`config.mk`:
```
export PLATFORM = sky130hd
export DESIGN_NAME = sfs_top
export DESIGN_NICKNAME = d
export VERILOG_FILES = /design/src/logic/sfs_pkg.sv /design/src/logic/sfs_top.sv
export SDC_FILE = /design/constraint.sdc
export NUM_CORES = 1
export LEC_CHECK = 0
export ABC_AREA = 1
export BUFFER_PORTS_ARGS = -buffer_cell sky130_fd_sc_hd__buf_4
export CELL_PAD_IN_SITES_DETAIL_PLACEMENT = 1
export CELL_PAD_IN_SITES_GLOBAL_PLACEMENT = 2
export CORE_ASPECT_RATIO = 1.5
export CORE_MARGIN = 4
export CORE_UTILIZATION = 40
export CTS_CLUSTER_DIAMETER = 100
export CTS_CLUSTER_SIZE = 24
export DETAILED_ROUTE_END_ITERATION = 10
export PLACE_DENSITY_LB_ADDON = 0.1
export SYNTH_ARGS = -nofsm -noshare
export SYNTH_HDL_FRONTEND = slang
export SYNTH_HIERARCHICAL = 1
export SYNTH_SLANG_ARGS = --single-unit
```
`constraint.sdc`:
```
create_clock -name clk -period 4.8 [get_ports clk]
set_input_delay 0.24 -clock clk [delete_from_list [all_inputs] [get_ports clk]]
set_output_delay 0.24 -clock clk [all_outputs]
set_load 0.05 [all_outputs]
```
`src/logic/sfs_pkg.sv`:
```
package sfs_pkg;
  localparam int ADDR_W = 8;
  localparam int DATA_W = 32;
  localparam int WORD_W = 16;
  localparam int PCS_W  = 4;
  localparam int FIFO_W = WORD_W + PCS_W;
  localparam int FIFO_D = 16;

  localparam logic [7:0] OFS_CONTROL = 8'h00;
  localparam logic [7:0] OFS_MODE    = 8'h04;
  localparam logic [7:0] OFS_RX_DATA = 8'h08;
  localparam logic [7:0] OFS_TX_DATA = 8'h0C;
  localparam logic [7:0] OFS_STATUS  = 8'h10;
  localparam logic [7:0] OFS_CSR0    = 8'h30;
  localparam logic [7:0] OFS_CSR1    = 8'h34;
  localparam logic [7:0] OFS_CSR2    = 8'h38;
  localparam logic [7:0] OFS_CSR3    = 8'h3C;

  // control register, write only
  localparam int CTL_ENABLE  = 0;
  localparam int CTL_DISABLE = 1;

  // mode register
  localparam int MODE_MASTER = 0;
  localparam int MODE_PS     = 1;
  localparam int MODE_SELECT_DECODE_BIT = 2;
  localparam int MODE_DIV_LO = 8;
  localparam int MODE_DIV_HI = 15;
  localparam int PCS_LO      = 16;
  localparam int PCS_HI      = 19;
  localparam logic [31:0] MODE_RESET = 32'h0000_0000;

  // chip-select configuration registers
  localparam int CSR_CLOCK_POLARITY    = 0;
  localparam int CSR_CLOCK_PHASE_INV   = 1;
  localparam int CSR_BITS_LO = 4;
  localparam int CSR_BITS_HI = 7;
  localparam logic [31:0] CSR_RESET = 32'h0000_0000;
  localparam logic [4:0]  BITS_BASE = 5'h08;
  localparam logic [3:0]  BITS_MAX  = 4'h8;

  // status register
  localparam int SR_RX_FULL  = 0;
  localparam int SR_TX_EMPTY = 1;
  localparam int SR_MODE_FAULT_FLAG     = 2;
  localparam int SR_OVR      = 3;
  localparam int SR_RX_DMA   = 4;
  localparam int SR_TX_DMA   = 5;
  localparam int SR_ENABLED  = 16;

  localparam logic [3:0] PCS_IDLE = 4'hF;
endpackage

```
`src/logic/sfs_top.sv`:
```
// The implementer's own choices: the plain strobed port and the register offsets.
`timescale 1ns/1ns
// Summary of operation
// (RL1) received word carries chip-select levels at end
// (RL2) chip selects idle high around transfers
// (RL3) master sees slave-select low: mode fault
// (RL4) mode fault bit 2 held until status read
// (RL5) mode fault disables until enable command
// (RL6) slave waits for slave-select low first
// (RL7) slave uses select config zero only
// (RL8) rx full bit 0, cleared reading rx data
// (RL9) tx empty bit 1, write clears, move sets
// (RL10) tx empty zero reset/disabled, enable sets
// (RL11) overrun bit 3, double load, status read clears
// (RL12) bit 4 mirrors rx dma end
// (RL13) bit 5 mirrors tx dma end
// (RL14) bit 16 shows enabled state
// (RL15) select mode picks mode or word select field
// (RL16) decode bit: direct four or decoded fifteen
// (RL17) slave-select input double synchronised

module sfs_fifo #(
  parameter int W = 20,
  parameter int D = 16
) (
  input  wire logic         clk,
  input  wire logic         resetn,
  input  wire logic         clear,
  input  wire logic         in_valid,
  output logic              in_ready,
  input  wire logic [W-1:0] in_data,
  output logic              out_valid,
  input  wire logic         out_ready,
  output logic [W-1:0]      out_data
);
  localparam int AW = $clog2(D);
  logic [W-1:0] mem [D];
  logic [AW-1:0] wr_ptr_r;
  logic [AW-1:0] rd_ptr_r;
  logic [AW:0]   count_r;
  logic          push;
  logic          pop;

  assign in_ready  = (count_r != (AW+1)'(D));
  assign out_valid = (count_r != '0);
  assign push      = in_valid && in_ready;
  assign pop       = out_valid && out_ready;
  assign out_data  = mem[rd_ptr_r];

  always_ff @(posedge clk) begin
    if (push) begin
      mem[wr_ptr_r] <= in_data;
    end
  end

  always_ff @(posedge clk) begin
    if (!resetn || clear) begin
      wr_ptr_r <= '0;
      rd_ptr_r <= '0;
      count_r  <= '0;
    end else begin
      if (push) begin
        wr_ptr_r <= wr_ptr_r + 1'b1;
      end
      if (pop) begin
        rd_ptr_r <= rd_ptr_r + 1'b1;
      end
      if (push && !pop) begin
        count_r <= count_r + 1'b1;
      end else if (pop && !push) begin
        count_r <= count_r - 1'b1;
      end
    end
  end
endmodule

module sfs_top (
  input  wire logic                        clk,
  input  wire logic                        resetn,
  input  wire logic [sfs_pkg::ADDR_W-1:0]  reg_addr,
  input  wire logic [sfs_pkg::DATA_W-1:0]  reg_wdata,
  input  wire logic                        reg_wr,
  input  wire logic                        reg_rd,
  output logic      [sfs_pkg::DATA_W-1:0]  reg_rdata,
  output logic                             tx_ready,
  input  wire logic                        rx_dma_end,
  input  wire logic                        tx_dma_end,
  input  wire logic                        spck_in,
  output logic                             spck_out,
  output logic                             spck_oe,
  input  wire logic                        mosi_in,
  output logic                             mosi_out,
  output logic                             mosi_oe,
  input  wire logic                        miso_in,
  output logic                             miso_out,
  output logic                             miso_oe,
  input  wire logic                        slave_select_in_n,
  output logic      [sfs_pkg::PCS_W-1:0]   periph_select_out
);
  typedef enum logic [3:0] {
    SFS_IDLE  = 4'b0001,
    SFS_SETUP = 4'b0010,
    SFS_SHIFT = 4'b0100,
    SFS_END   = 4'b1000
  } sfs_state_type;

  // lowest low line in direct mode, top two bits in decoded mode
  function automatic logic [1:0] csr_index(input logic [3:0] periph_select_field, input logic dec);
    logic [1:0] idx;
    idx = 2'h3;
    if (dec) begin
      idx = periph_select_field[3:2];
    end else begin
      for (int i = 3; i >= 0; i--) begin
        if (!periph_select_field[i]) begin
          idx = 2'(i);
        end
      end
    end
    return idx;
  endfunction

  function automatic logic [3:0] pcs_lines(input logic [3:0] periph_select_field, input logic dec);
    logic [3:0] lines;
    lines = sfs_pkg::PCS_IDLE;
    if (dec) begin
      lines = periph_select_field;
    end else begin
      lines[csr_index(periph_select_field, 1'b0)] = 1'b0;
    end
    return lines;
  endfunction

  function automatic logic [4:0] word_bits(input logic [31:0] csr);
    logic [3:0] f;
    f = csr[sfs_pkg::CSR_BITS_HI:sfs_pkg::CSR_BITS_LO];
    if (f > sfs_pkg::BITS_MAX) begin
      f = sfs_pkg::BITS_MAX;
    end
    return sfs_pkg::BITS_BASE + 5'(f);
  endfunction

  function automatic logic msb_pick(input logic [15:0] sh, input logic [4:0] nbits);
    return sh[4'(nbits - 5'h01)];
  endfunction

  logic [31:0]   mode_r;
  logic [31:0]   csr_r [4];
  logic          enabled_r;
  logic          rx_full_r;
  logic          tx_empty_r;
  logic          mode_fault_flag_r;
  logic          ovr_r;
  logic [19:0]   rx_data_r;
  logic [1:0]    ss_sync_r;
  logic [2:0]    sck_sync_r;
  logic [1:0]    mosi_sync_r;
  logic [1:0]    miso_sync_r;
  logic [7:0]    div_cnt_r;
  logic          tick;
  sfs_state_type state_r;
  logic          sck_r;
  logic [15:0]   tx_sh_r;
  logic [15:0]   rx_sh_r;
  logic [4:0]    bit_cnt_r;
  logic [4:0]    nbits_r;
  logic          clock_polarity_r;
  logic          clock_phase_inv_r;
  logic [3:0]    cs_r;
  logic          slv_loaded_r;
  logic          miso_r;
  logic          is_master;
  logic          ss_low;
  logic          ctl_wr;
  logic          en_cmd;
  logic          dis_cmd;
  logic          sr_rd;
  logic          rdr_rd;
  logic          tdr_wr;
  logic          fifo_valid;
  logic          fifo_pop;
  logic [19:0]   fifo_data;
  logic [3:0]    pop_pcs;
  logic          m_edge;
  logic          m_lead;
  logic          s_edge;
  logic          s_lead;
  logic          sample_ev;
  logic          shift_ev;
  logic          samp_bit;
  logic          word_done;
  logic          mode_fault_flag_ev;

  assign is_master = mode_r[sfs_pkg::MODE_MASTER];
  assign ss_low    = !ss_sync_r[1];
  assign ctl_wr    = reg_wr && (reg_addr == sfs_pkg::OFS_CONTROL);
  assign dis_cmd   = ctl_wr && reg_wdata[sfs_pkg::CTL_DISABLE];
  assign en_cmd    = ctl_wr && reg_wdata[sfs_pkg::CTL_ENABLE] && !dis_cmd;
  assign sr_rd     = reg_rd && (reg_addr == sfs_pkg::OFS_STATUS);
  assign rdr_rd    = reg_rd && (reg_addr == sfs_pkg::OFS_RX_DATA);
  assign tdr_wr    = reg_wr && (reg_addr == sfs_pkg::OFS_TX_DATA) && tx_ready;
  assign mode_fault_flag_ev   = is_master && enabled_r && ss_low;  // see (RL3)

  sfs_fifo #(
    .W(sfs_pkg::FIFO_W),
    .D(sfs_pkg::FIFO_D)
  ) u_tx_fifo (
    .clk      (clk),
    .resetn   (resetn),
    .clear    (dis_cmd || mode_fault_flag_ev),  // flush on shutdown only, so words can queue before enable
    .in_valid (reg_wr && (reg_addr == sfs_pkg::OFS_TX_DATA)),
    .in_ready (tx_ready),
    .in_data  (reg_wdata[sfs_pkg::PCS_HI:0]),
    .out_valid(fifo_valid),
    .out_ready(fifo_pop),
    .out_data (fifo_data)
  );

  // pin inputs: only the second stage is looked at, except the serial clock, whose third stage also feeds edge detection
  always_ff @(posedge clk) begin
    if (!resetn) begin
      ss_sync_r   <= 2'h3;
      sck_sync_r  <= 3'h0;
      mosi_sync_r <= 2'h0;
      miso_sync_r <= 2'h0;
    end else begin
      ss_sync_r   <= {ss_sync_r[0], slave_select_in_n};  // see (RL17)
      sck_sync_r  <= {sck_sync_r[1:0], spck_in};
      mosi_sync_r <= {mosi_sync_r[0], mosi_in};
      miso_sync_r <= {miso_sync_r[0], miso_in};
    end
  end

  always_ff @(posedge clk) begin
    if (!resetn) begin
      mode_r <= sfs_pkg::MODE_RESET;
      for (int i = 0; i < 4; i++) begin
        csr_r[i] <= sfs_pkg::CSR_RESET;
      end
    end else if (reg_wr) begin
      if (reg_addr == sfs_pkg::OFS_MODE) begin
        mode_r <= reg_wdata;
      end
      if (reg_addr == sfs_pkg::OFS_CSR0) begin
        csr_r[0] <= reg_wdata;
      end
      if (reg_addr == sfs_pkg::OFS_CSR1) begin
        csr_r[1] <= reg_wdata;
      end
      if (reg_addr == sfs_pkg::OFS_CSR2) begin
        csr_r[2] <= reg_wdata;
      end
      if (reg_addr == sfs_pkg::OFS_CSR3) begin
        csr_r[3] <= reg_wdata;
      end
    end
  end

  always_ff @(posedge clk) begin
    if (!resetn) begin
      enabled_r <= 1'b0;
    end else if (dis_cmd || mode_fault_flag_ev) begin
      enabled_r <= 1'b0;  // see (RL5)
    end else if (en_cmd) begin
      enabled_r <= 1'b1;  // see (RL5)
    end
  end

  // mode fault and overrun: hardware set wins over the read clear
  always_ff @(posedge clk) begin
    if (!resetn) begin
      mode_fault_flag_r <= 1'b0;
      ovr_r  <= 1'b0;
    end else begin
      if (mode_fault_flag_ev) begin
        mode_fault_flag_r <= 1'b1;  // see (RL4)
      end else if (sr_rd) begin
        mode_fault_flag_r <= 1'b0;  // see (RL4)
      end
      if (word_done && rx_full_r && !rdr_rd) begin
        ovr_r <= 1'b1;  // see (RL11)
      end else if (sr_rd) begin
        ovr_r <= 1'b0;  // see (RL11)
      end
    end
  end

  always_ff @(posedge clk) begin
    if (!resetn) begin
      rx_full_r <= 1'b0;
      rx_data_r <= '0;
    end else if (word_done) begin
      rx_full_r <= 1'b1;  // see (RL8)
      rx_data_r <= {cs_r, rx_sh_r[14:0], samp_bit};  // see (RL1)
    end else if (rdr_rd) begin
      rx_full_r <= 1'b0;  // see (RL8)
    end
  end

  // a fresh write outranks a pop in the same cycle: that word is still waiting
  always_ff @(posedge clk) begin
    if (!resetn || dis_cmd || mode_fault_flag_ev || !enabled_r && !en_cmd) begin
      tx_empty_r <= 1'b0;  // see (RL10)
    end else if (en_cmd) begin
      tx_empty_r <= 1'b1;  // see (RL10)
    end else if (tdr_wr) begin
      tx_empty_r <= 1'b0;  // see (RL9)
    end else if (fifo_pop) begin
      tx_empty_r <= 1'b1;  // see (RL9)
    end
  end

  always_ff @(posedge clk) begin
    if (!resetn) begin
      reg_rdata <= '0;
    end else if (!reg_rd) begin
      reg_rdata <= '0;
    end else begin
      unique case (reg_addr)
        sfs_pkg::OFS_MODE:    reg_rdata <= mode_r;
        sfs_pkg::OFS_RX_DATA: reg_rdata <= {12'h000, rx_data_r};
        sfs_pkg::OFS_CSR0:    reg_rdata <= csr_r[0];
        sfs_pkg::OFS_CSR1:    reg_rdata <= csr_r[1];
        sfs_pkg::OFS_CSR2:    reg_rdata <= csr_r[2];
        sfs_pkg::OFS_CSR3:    reg_rdata <= csr_r[3];
        sfs_pkg::OFS_STATUS: begin
          reg_rdata                       <= '0;
          reg_rdata[sfs_pkg::SR_RX_FULL]  <= rx_full_r;
          reg_rdata[sfs_pkg::SR_TX_EMPTY] <= tx_empty_r && !fifo_valid;
          reg_rdata[sfs_pkg::SR_MODE_FAULT_FLAG]     <= mode_fault_flag_r;
          reg_rdata[sfs_pkg::SR_OVR]      <= ovr_r;
          reg_rdata[sfs_pkg::SR_RX_DMA]   <= rx_dma_end;  // see (RL12)
          reg_rdata[sfs_pkg::SR_TX_DMA]   <= tx_dma_end;  // see (RL13)
          reg_rdata[sfs_pkg::SR_ENABLED]  <= enabled_r;  // see (RL14)
        end
        default:              reg_rdata <= '0;
      endcase
    end
  end

  // serial clock half period in system cycles, zero treated as one
  always_ff @(posedge clk) begin
    if (!resetn || state_r == SFS_IDLE) begin
      div_cnt_r <= '0;
    end else if (tick) begin
      div_cnt_r <= '0;
    end else begin
      div_cnt_r <= div_cnt_r + 8'h01;
    end
  end
  assign tick = (div_cnt_r + 8'h01 >= mode_r[sfs_pkg::MODE_DIV_HI:sfs_pkg::MODE_DIV_LO]);

  assign pop_pcs  = mode_r[sfs_pkg::MODE_PS] ? fifo_data[sfs_pkg::PCS_HI:sfs_pkg::PCS_LO]
                                              : mode_r[sfs_pkg::PCS_HI:sfs_pkg::PCS_LO];  // see (RL15)
  assign fifo_pop = enabled_r && fifo_valid &&
                    (is_master ? (state_r == SFS_IDLE) : (ss_low && !slv_loaded_r));
  assign m_edge   = (state_r == SFS_SHIFT) && tick;
  assign m_lead   = (sck_r == clock_polarity_r);
  assign s_edge   = !is_master && enabled_r && ss_low && (sck_sync_r[2] != sck_sync_r[1]);
  assign s_lead   = (sck_sync_r[1] != clock_polarity_r);
  assign sample_ev = is_master ? (m_edge && (m_lead == clock_phase_inv_r)) : (s_edge && (s_lead == clock_phase_inv_r));
  assign shift_ev  = (is_master ? (m_edge && (m_lead != clock_phase_inv_r)) : (s_edge && (s_lead != clock_phase_inv_r)))
                     && (bit_cnt_r != 5'h00);
  assign samp_bit  = is_master ? miso_sync_r[1] : mosi_sync_r[1];
  assign word_done = sample_ev && (bit_cnt_r + 5'h01 == nbits_r);

  always_ff @(posedge clk) begin
    if (!resetn || !enabled_r || mode_fault_flag_ev) begin
      state_r <= SFS_IDLE;
      sck_r   <= 1'b0;
      cs_r    <= sfs_pkg::PCS_IDLE;  // see (RL2)
    end else if (is_master) begin
      unique case (state_r)
        SFS_IDLE: begin
          sck_r <= clock_polarity_r;
          cs_r  <= sfs_pkg::PCS_IDLE;  // see (RL2)
          if (fifo_pop) begin
            cs_r    <= pcs_lines(pop_pcs, mode_r[sfs_pkg::MODE_SELECT_DECODE_BIT]);  // see (RL16)
            state_r <= SFS_SETUP;
          end
        end
        SFS_SETUP: begin
          sck_r <= clock_polarity_r;
          if (tick) begin
            state_r <= SFS_SHIFT;
          end
        end
        SFS_SHIFT: begin
          if (tick) begin
            sck_r <= !sck_r;
          end
          if (word_done) begin
            state_r <= SFS_END;
          end
        end
        SFS_END: begin
          if (tick) begin
            sck_r   <= clock_polarity_r;
            cs_r    <= sfs_pkg::PCS_IDLE;  // see (RL2)
            state_r <= SFS_IDLE;
          end
        end
      endcase
    end else begin
      state_r <= SFS_IDLE;
      sck_r   <= 1'b0;
      cs_r    <= sfs_pkg::PCS_IDLE;
    end
  end

  // word setup at pop; slave reads select config zero only
  always_ff @(posedge clk) begin
    if (!resetn) begin
      nbits_r <= sfs_pkg::BITS_BASE;
      clock_polarity_r  <= 1'b0;
      clock_phase_inv_r <= 1'b0;
    end else if (!is_master) begin
      nbits_r <= word_bits(csr_r[0]);  // see (RL7)
      clock_polarity_r  <= csr_r[0][sfs_pkg::CSR_CLOCK_POLARITY];  // see (RL7)
      clock_phase_inv_r <= csr_r[0][sfs_pkg::CSR_CLOCK_PHASE_INV];  // see (RL7)
    end else if (fifo_pop) begin
      nbits_r <= word_bits(csr_r[csr_index(pop_pcs, mode_r[sfs_pkg::MODE_SELECT_DECODE_BIT])]);
      clock_polarity_r  <= csr_r[csr_index(pop_pcs, mode_r[sfs_pkg::MODE_SELECT_DECODE_BIT])][sfs_pkg::CSR_CLOCK_POLARITY];
      clock_phase_inv_r <= csr_r[csr_index(pop_pcs, mode_r[sfs_pkg::MODE_SELECT_DECODE_BIT])][sfs_pkg::CSR_CLOCK_PHASE_INV];
    end
  end

  // slave framing: nothing moves until slave-select is low
  always_ff @(posedge clk) begin
    if (!resetn || !enabled_r || is_master || !ss_low) begin
      slv_loaded_r <= 1'b0;  // see (RL6)
    end else if (word_done) begin
      slv_loaded_r <= 1'b0;
    end else if (!slv_loaded_r) begin
      slv_loaded_r <= 1'b1;  // see (RL6)
    end
  end

  always_ff @(posedge clk) begin
    if (!resetn || !enabled_r || (!is_master && !ss_low)) begin
      bit_cnt_r <= '0;
      tx_sh_r   <= '0;
      rx_sh_r   <= '0;
    end else if (fifo_pop || (!is_master && !slv_loaded_r)) begin
      bit_cnt_r <= '0;
      tx_sh_r   <= fifo_pop ? fifo_data[sfs_pkg::WORD_W-1:0] : 16'h0000;
      rx_sh_r   <= '0;
    end else begin
      if (sample_ev) begin
        rx_sh_r   <= {rx_sh_r[14:0], samp_bit};
        bit_cnt_r <= word_done ? 5'h00 : bit_cnt_r + 5'h01;
      end
      if (shift_ev) begin
        tx_sh_r <= {tx_sh_r[14:0], 1'b0};
      end
    end
  end

  always_ff @(posedge clk) begin
    if (!resetn) begin
      miso_r <= 1'b0;
    end else begin
      miso_r <= msb_pick(tx_sh_r, nbits_r);
    end
  end

  assign spck_out          = sck_r;
  assign spck_oe           = enabled_r && is_master;
  assign mosi_out          = miso_r;
  assign mosi_oe           = enabled_r && is_master;
  assign miso_out          = miso_r;
  assign miso_oe           = enabled_r && !is_master && ss_low;  // see (RL6)
  assign periph_select_out = cs_r;
endmodule

```
# [Word level (Yosys, flattened, before mapping)]
# Memories as Yosys holds them, arrays and structs flattened. A register that Yosys moved wholly into a read port is not among the register bits.
# Index checks and enable logic that the tools add are counted.
[totals] reg_bits=173 latch_bits=0 ram_bits=448 mem_bits_ro=0 in_bits=50 elab_cells=242 mem_count=2
[classes] add_sub_neg=9 n_mul=0 div=0 n_lt_le_gt_ge=6 eq_ne=27 n_shift=0 muxes=87 bitwise=7 reduce_logical=77
[mem_list] memory="u_tx_fifo.mem" words=16 width=20 rd=1 rd_clocked_by_memory_dff=1 wr=1 line="sfs_top.sv:37" text="logic [W-1:0] mem [D];"
[mem_list] memory="csr_r" words=4 width=32 rd=5 rd_clocked_by_memory_dff=0 wr=4 line="sfs_top.sv:148" text="logic [31:0] csr_r [4];"
[ops] operator="$pmux 32 s7" count=1
[ops] operator="$mux 32" count=4
[ops] operator="$mux 4" count=17
[ops] operator="$mux 16" count=3
[ops] operator="$mux 1" count=41
[ops] operator="$logic_and 1x1->1" count=33
[ops] operator="$eq 8x6->1 const B" count=4
[ops] operator="$mux 5" count=5
[ops] operator="$mux 2" count=11
[ops] operator="$eq 8x4->1 const B" count=2
[ops] operator="$pmux 4 s4" count=1
[ops] operator="$logic_not 1->1" count=12
[ops] operator="$logic_or 1x1->1" count=12
[ops] operator="$reduce_bool 2->1" count=6
[ops] operator="$add 4x4->5 const A" count=2
[ops] operator="$add 5x1->5 const B" count=2
[ops] operator="$ne 2x2->1 const B" count=5
[ops] operator="$reduce_bool 5->1" count=2
[ops] operator="$reduce_or 2->1" count=5
[ops] operator="$add 4x1->4 const B" count=2
[ops] operator="$add 8x1->8 const B" count=1
[ops] operator="$eq 8x3->1 const B" count=1
[ops] operator="$eq 8x5->1 const B" count=1
[ops] operator="$ge 8x8->1" count=1
[ops] operator="other kinds (26)" count=39

# [Longest topological paths before layout]
[depth] depth_word=17 ltp_mapped=23 depth_no_buf=21

# [Hierarchy]
# The synthesis kept the hierarchy.
[by_module_without_submodules] module="sfs_fifo" instances=1 cells_each=1431 area_each_um2=14595.2
[by_module_without_submodules] module="sfs_top" instances=1 cells_each=1456 area_each_um2=12508.2

# [Worst setup path before layout]
# No wires, ideal clock.
[synth_path] path_kind="input-to-reg" from="in reg_addr[1] (netlist bit)" to="mem csr_r[0][0], enable pin" setup_ns=0.466 arrival_ns=3.261 t_required_ns=4.334 setup_slack_ns=1.073 stages=6 path_buffers=1 cell_sequence="nor2_4 nand3_1 nor2_1 buf_2 inv_1 o21ai_0"
[synth_rtl] element="from (decl)" line="sfs_top.sv:80" text="input wire logic [sfs_pkg::ADDR_W-1:0] reg_addr,"
[synth_rtl] element="to (decl)" line="sfs_top.sv:148"

==> results.md <==
- The tool flagged a number of max-cap violations equal to 0.
- Of the cells placed in the final design, the portion with a size suffix greater than 1 is 8.07%.
- The number of cells produced by synthesis is 2,887.
- IR analysis of the VDD net gives a maximum drop of 0.000298 V.
- The chip height is 327 um.
- The endpoint arrival time on the critical path is 4.10 ns.
- The leakage power is 12.2 nW.
- The count of input and output buffers is 92.
- The initial cell density of the core is 40.5%.
- The worst setup path is of the register to register kind.
- After the last flow step, the layout net total stands at 3,034.
- The count of different cell masters after synthesis is 46.
- A synthesized cell averages 9.39 sq um.
- The die covers 72,100 sq um.
- In this run the number of H-tree levels came out at 1.
- The final cycle utilization of the critical path is 74.7%.
- Based on the critical path, the design can be clocked at up to 279 MHz.
- The number of buffers added for setup after CTS is 0.
- The largest net degree at the start of global routing is 94.
- For the final routed database, the setup TNS stands at 0 ns.
- The library cells used most frequently in the layout, excluding fill and tap cells, are nand2_1 (746), edfxtp_1 (448), inv_1 (405).
- The most prevalent standard cell on the critical path is nand2_1.
- The detailed router finished its first iteration with 999 violations.
- The first global-routing pass estimated 126,000 um of wire.
- Between clock sinks in the finished design, the worst skew comes to 0.0238 ns.
- The total DRC errors in the routed layout is 0.
- Once layout is complete, the utilization of the core stands at 44.7%.
- Setup violations remaining at the end of the flow were counted as 0.
- On the critical path the largest part of the delay comes from buffers and inverters.
- The maximum buffer depth of the clock tree is 3.
- The standard-cell row count is 116.
- The clock input transition at the sequential cells of the worst setup and hold paths is 0.10 ns.
- STA classifies the critical path startpoint as a register.
- At the end of routability-driven placement, the weighted congestion stood at 0.859.
- The signed area change from the synthesized netlist to the final layout is 10.4%.
- The pre-antenna-repair detailed-routing pass consisted of 5 iterations.
- The number of vias in the routed layout is 19.9k.
- The number of enable flip-flop cells after synthesis is 448.
- The number of hold-slack violations in the final timing report came to 0.
- The standard cell area after detailed placement is 28,600 sq um.
- The tree is rooted in a clkbuf_16.
- Summing the sequential cell areas from Yosys gives 62.7% of the chip area.
- The transition time of the tightest slew-check pin is 1.29 ns.
- Dividing the detail-routed wire length by the instance count gives 21.4 um.
- TritonCTS built the clock tree.
- The number of nets produced by synthesis is 2,959.
- The largest stage delay on the critical path is 0.76 ns.
- Setup repair after global routing left no endpoint under its margin.
- The filler cells instantiated in the layout total 7,652.
- The global-route layer with the greatest usage is met2.
- The half-perimeter wire length of the detailed placement result is 56,300 um.
- The met1 routing resource usage after global routing is 27.2%.
- The met2 track demand over resource in global routing is 43.0%.
- The core outline area is 66,900 sq um.
- The horizontal die dimension is 221 um.
- The synthesis-stage register bit count is 625.
- Leaving out fill and tap cells, the most frequent cell in the layout is nand2_1.
- The fraction of synthesis flops using an asynchronous set or reset pin is 0%.
- The power density relative to cell area is 304 nW/um^2.
- The average via count per standard cell is 5.14.
- Summed over all layers, the routed wires come to 82,700 um.
- For this design, the slowest cell found on the critical path is inv_4.
- The worst setup path is captured at a register.
- For this run, global-route usage on met3 was measured as 1.85%.
- The final count of pins violating max slew is 0.
- Once layout is done, the placed cells without fillers occupy 29,900 sq um.
- Along the worst path, the maximum fanout reaches 93.
- Traced cell by cell, the critical path runs through inv_4 -> buf_4 -> nand2_1 -> nand3_1 -> nand3_1 -> nand3_1 -> nand2_1 -> nand2_1 -> nand2_1 -> a21oi_1 -> nor2_2 -> inv_2 -> nand3_2 -> nand2_2 -> nand2_1 -> nand2_1 -> a21oi_1.
- The number of global-route vias before repair came to 20.8k.
- After synthesis the cells add up to 27,100 sq um.
- STA puts the critical path data required time at 5.32 ns.
- The clock net in this run drives a total of 625 sinks.
- The post-layout minimum cycle time is 3.59 ns.
- For the worst-skew pair, the clock arrives at the later sink with an insertion delay of 0.62 ns.
- Final hold analysis gives a worst-case slack of 0.137 ns.
- The path category of the worst min-delay check is input port to register.
- The initial antenna violation count is 1.
- The total routing resource utilization after global routing is 22.7%.
- The worst-case headroom to the max-slew limit is 13.6%.
- The number of placed I/O pins is 93.
- Yosys printed 6 warnings.
- The antenna violation net count after detailed routing is 0.
- For this run, the leading register cell type out of synthesis is edfxtp_1.
- The overall overflow remaining after global route is 0.
- The number of buffer and inverter instances along the worst setup path is 3.
- The run finished with clean final reports.
- The total clock buffers created by CTS is 30.
[report_power, final]
part | total, mW | internal, mW | switching, mW | leakage (nW)
sequential | 5.85 | 5.82 | 0.0279 | 5.52
combinational | 0.285 | 0.0838 | 0.202 | 6.27
clock | 2.97 | 1.24 | 1.73 | 0.421
total | 9.11 | 7.14 | 1.96 | 12.2
[layout make-up]
type | count | area [sq um] | share of cell area, %
clock inverters | 1 | 30.0 | 0.100
repair buffers | 175 | 1420 | 4.76
multi-input cells | 1711 | 7910 | 26.4
clock buffers | 54 | 862 | 2.88
inverters | 419 | 1580 | 5.28
well taps | 885 | 1110 | 3.70
diodes | 1 | 2.50 | 0.00836
flip-flops and latches | 625 | 17000 | 56.8
[worst register-to-register path: cells and delay by family (launching register included)]
family | cells | cell delay [ns]
compound gates | 2 | 0.25
simple gates | 12 | 1.12
flops | 1 | 0.49
buf+inv | 3 | 1.63
[stage by stage]
stage | instances | power (mW) | worst slack (ns)
2_1_floorplan | 2887 | 6.08 | 1.07
3_3_place_gp | 3776 | 6.23 | 1.30
3_5_place_dp | 3776 | 6.24 | 1.23
4_1_cts | 3870 | 9.22 | 1.23
5_1_grt | 3871 | 9.44 | 0.876
6_report | 3871 | 9.11 | 1.21
[worst paths after layout]
kind                                startpoint              to  slack, ns  cells past startpoint
worst max-delay path                  register      nbits_r[4]       1.21                     17
worst min-delay path                    resetn  miso_sync_r[1]       0.14                      3
worst max register to register        register      nbits_r[4]       1.21                     17
worst min register to register  miso_sync_r[0]  miso_sync_r[1]       0.41                      2
[repair_timing]
item	CTS	global route
endpoints found under the hold margin	386	0
resized for setup	0	0
hold buffers	39	0
[state kept, by name, indices dropped and copies added (netlist names), 5 cells and up, named ones only]
| register | cells |
|---|---|
| bit_cnt_r | 5 |
| csr_r | 128 |
| div_cnt_r | 8 |
| mode_r | 32 |
| nbits_r | 5 |
| reg_rdata | 32 |
| rx_data_r | 20 |
| rx_sh_r | 15 |
| tx_sh_r | 16 |
| u_tx_fifo/count_r | 5 |
| u_tx_fifo/mem | 320 |
[cell usage after synthesis (8+ instances only)]
library cell	instances	area share (%)
clkbuf_1	45	0.62
a21oi_1	116	2.1
xor2_1	14	0.45
buf_1	8	0.11
a221oi_1	19	0.61
nor3_1	8	0.15
ha_1	21	0.97
nand3_1	309	5.7
nand2_1	746	10
buf_4	21	0.58
edfxtp_1	448	50
dfxtp_1	177	13
buf_2	48	0.89
o21ai_0	104	1.9
inv_2	12	0.17
a41oi_1	12	0.39
buf_6	10	0.42
nor2_1	289	4.0
inv_1	405	5.6
[cells by family after synthesis]
logic type	after synthesis	share of synthesized area, %
simple gates	1388	21.3
fa+ha+maj	22	1.04
xor+xnor	19	0.614
flops	625	62.7
buf+inv	551	8.44
compound gates	282	5.93
[routing by layer]
| metal | vias up | part of all wire [%] |
|---|---|---|
| met4 | 0 | 3.1 |
| met1 | 9980 | 40 |
| met5 | - | 0 |
| met2 | 307 | 54 |
| li1 | 9481 | - |
| met3 | 114 | 2.8 |
Note: power is estimated with default switching activity, not from simulation.
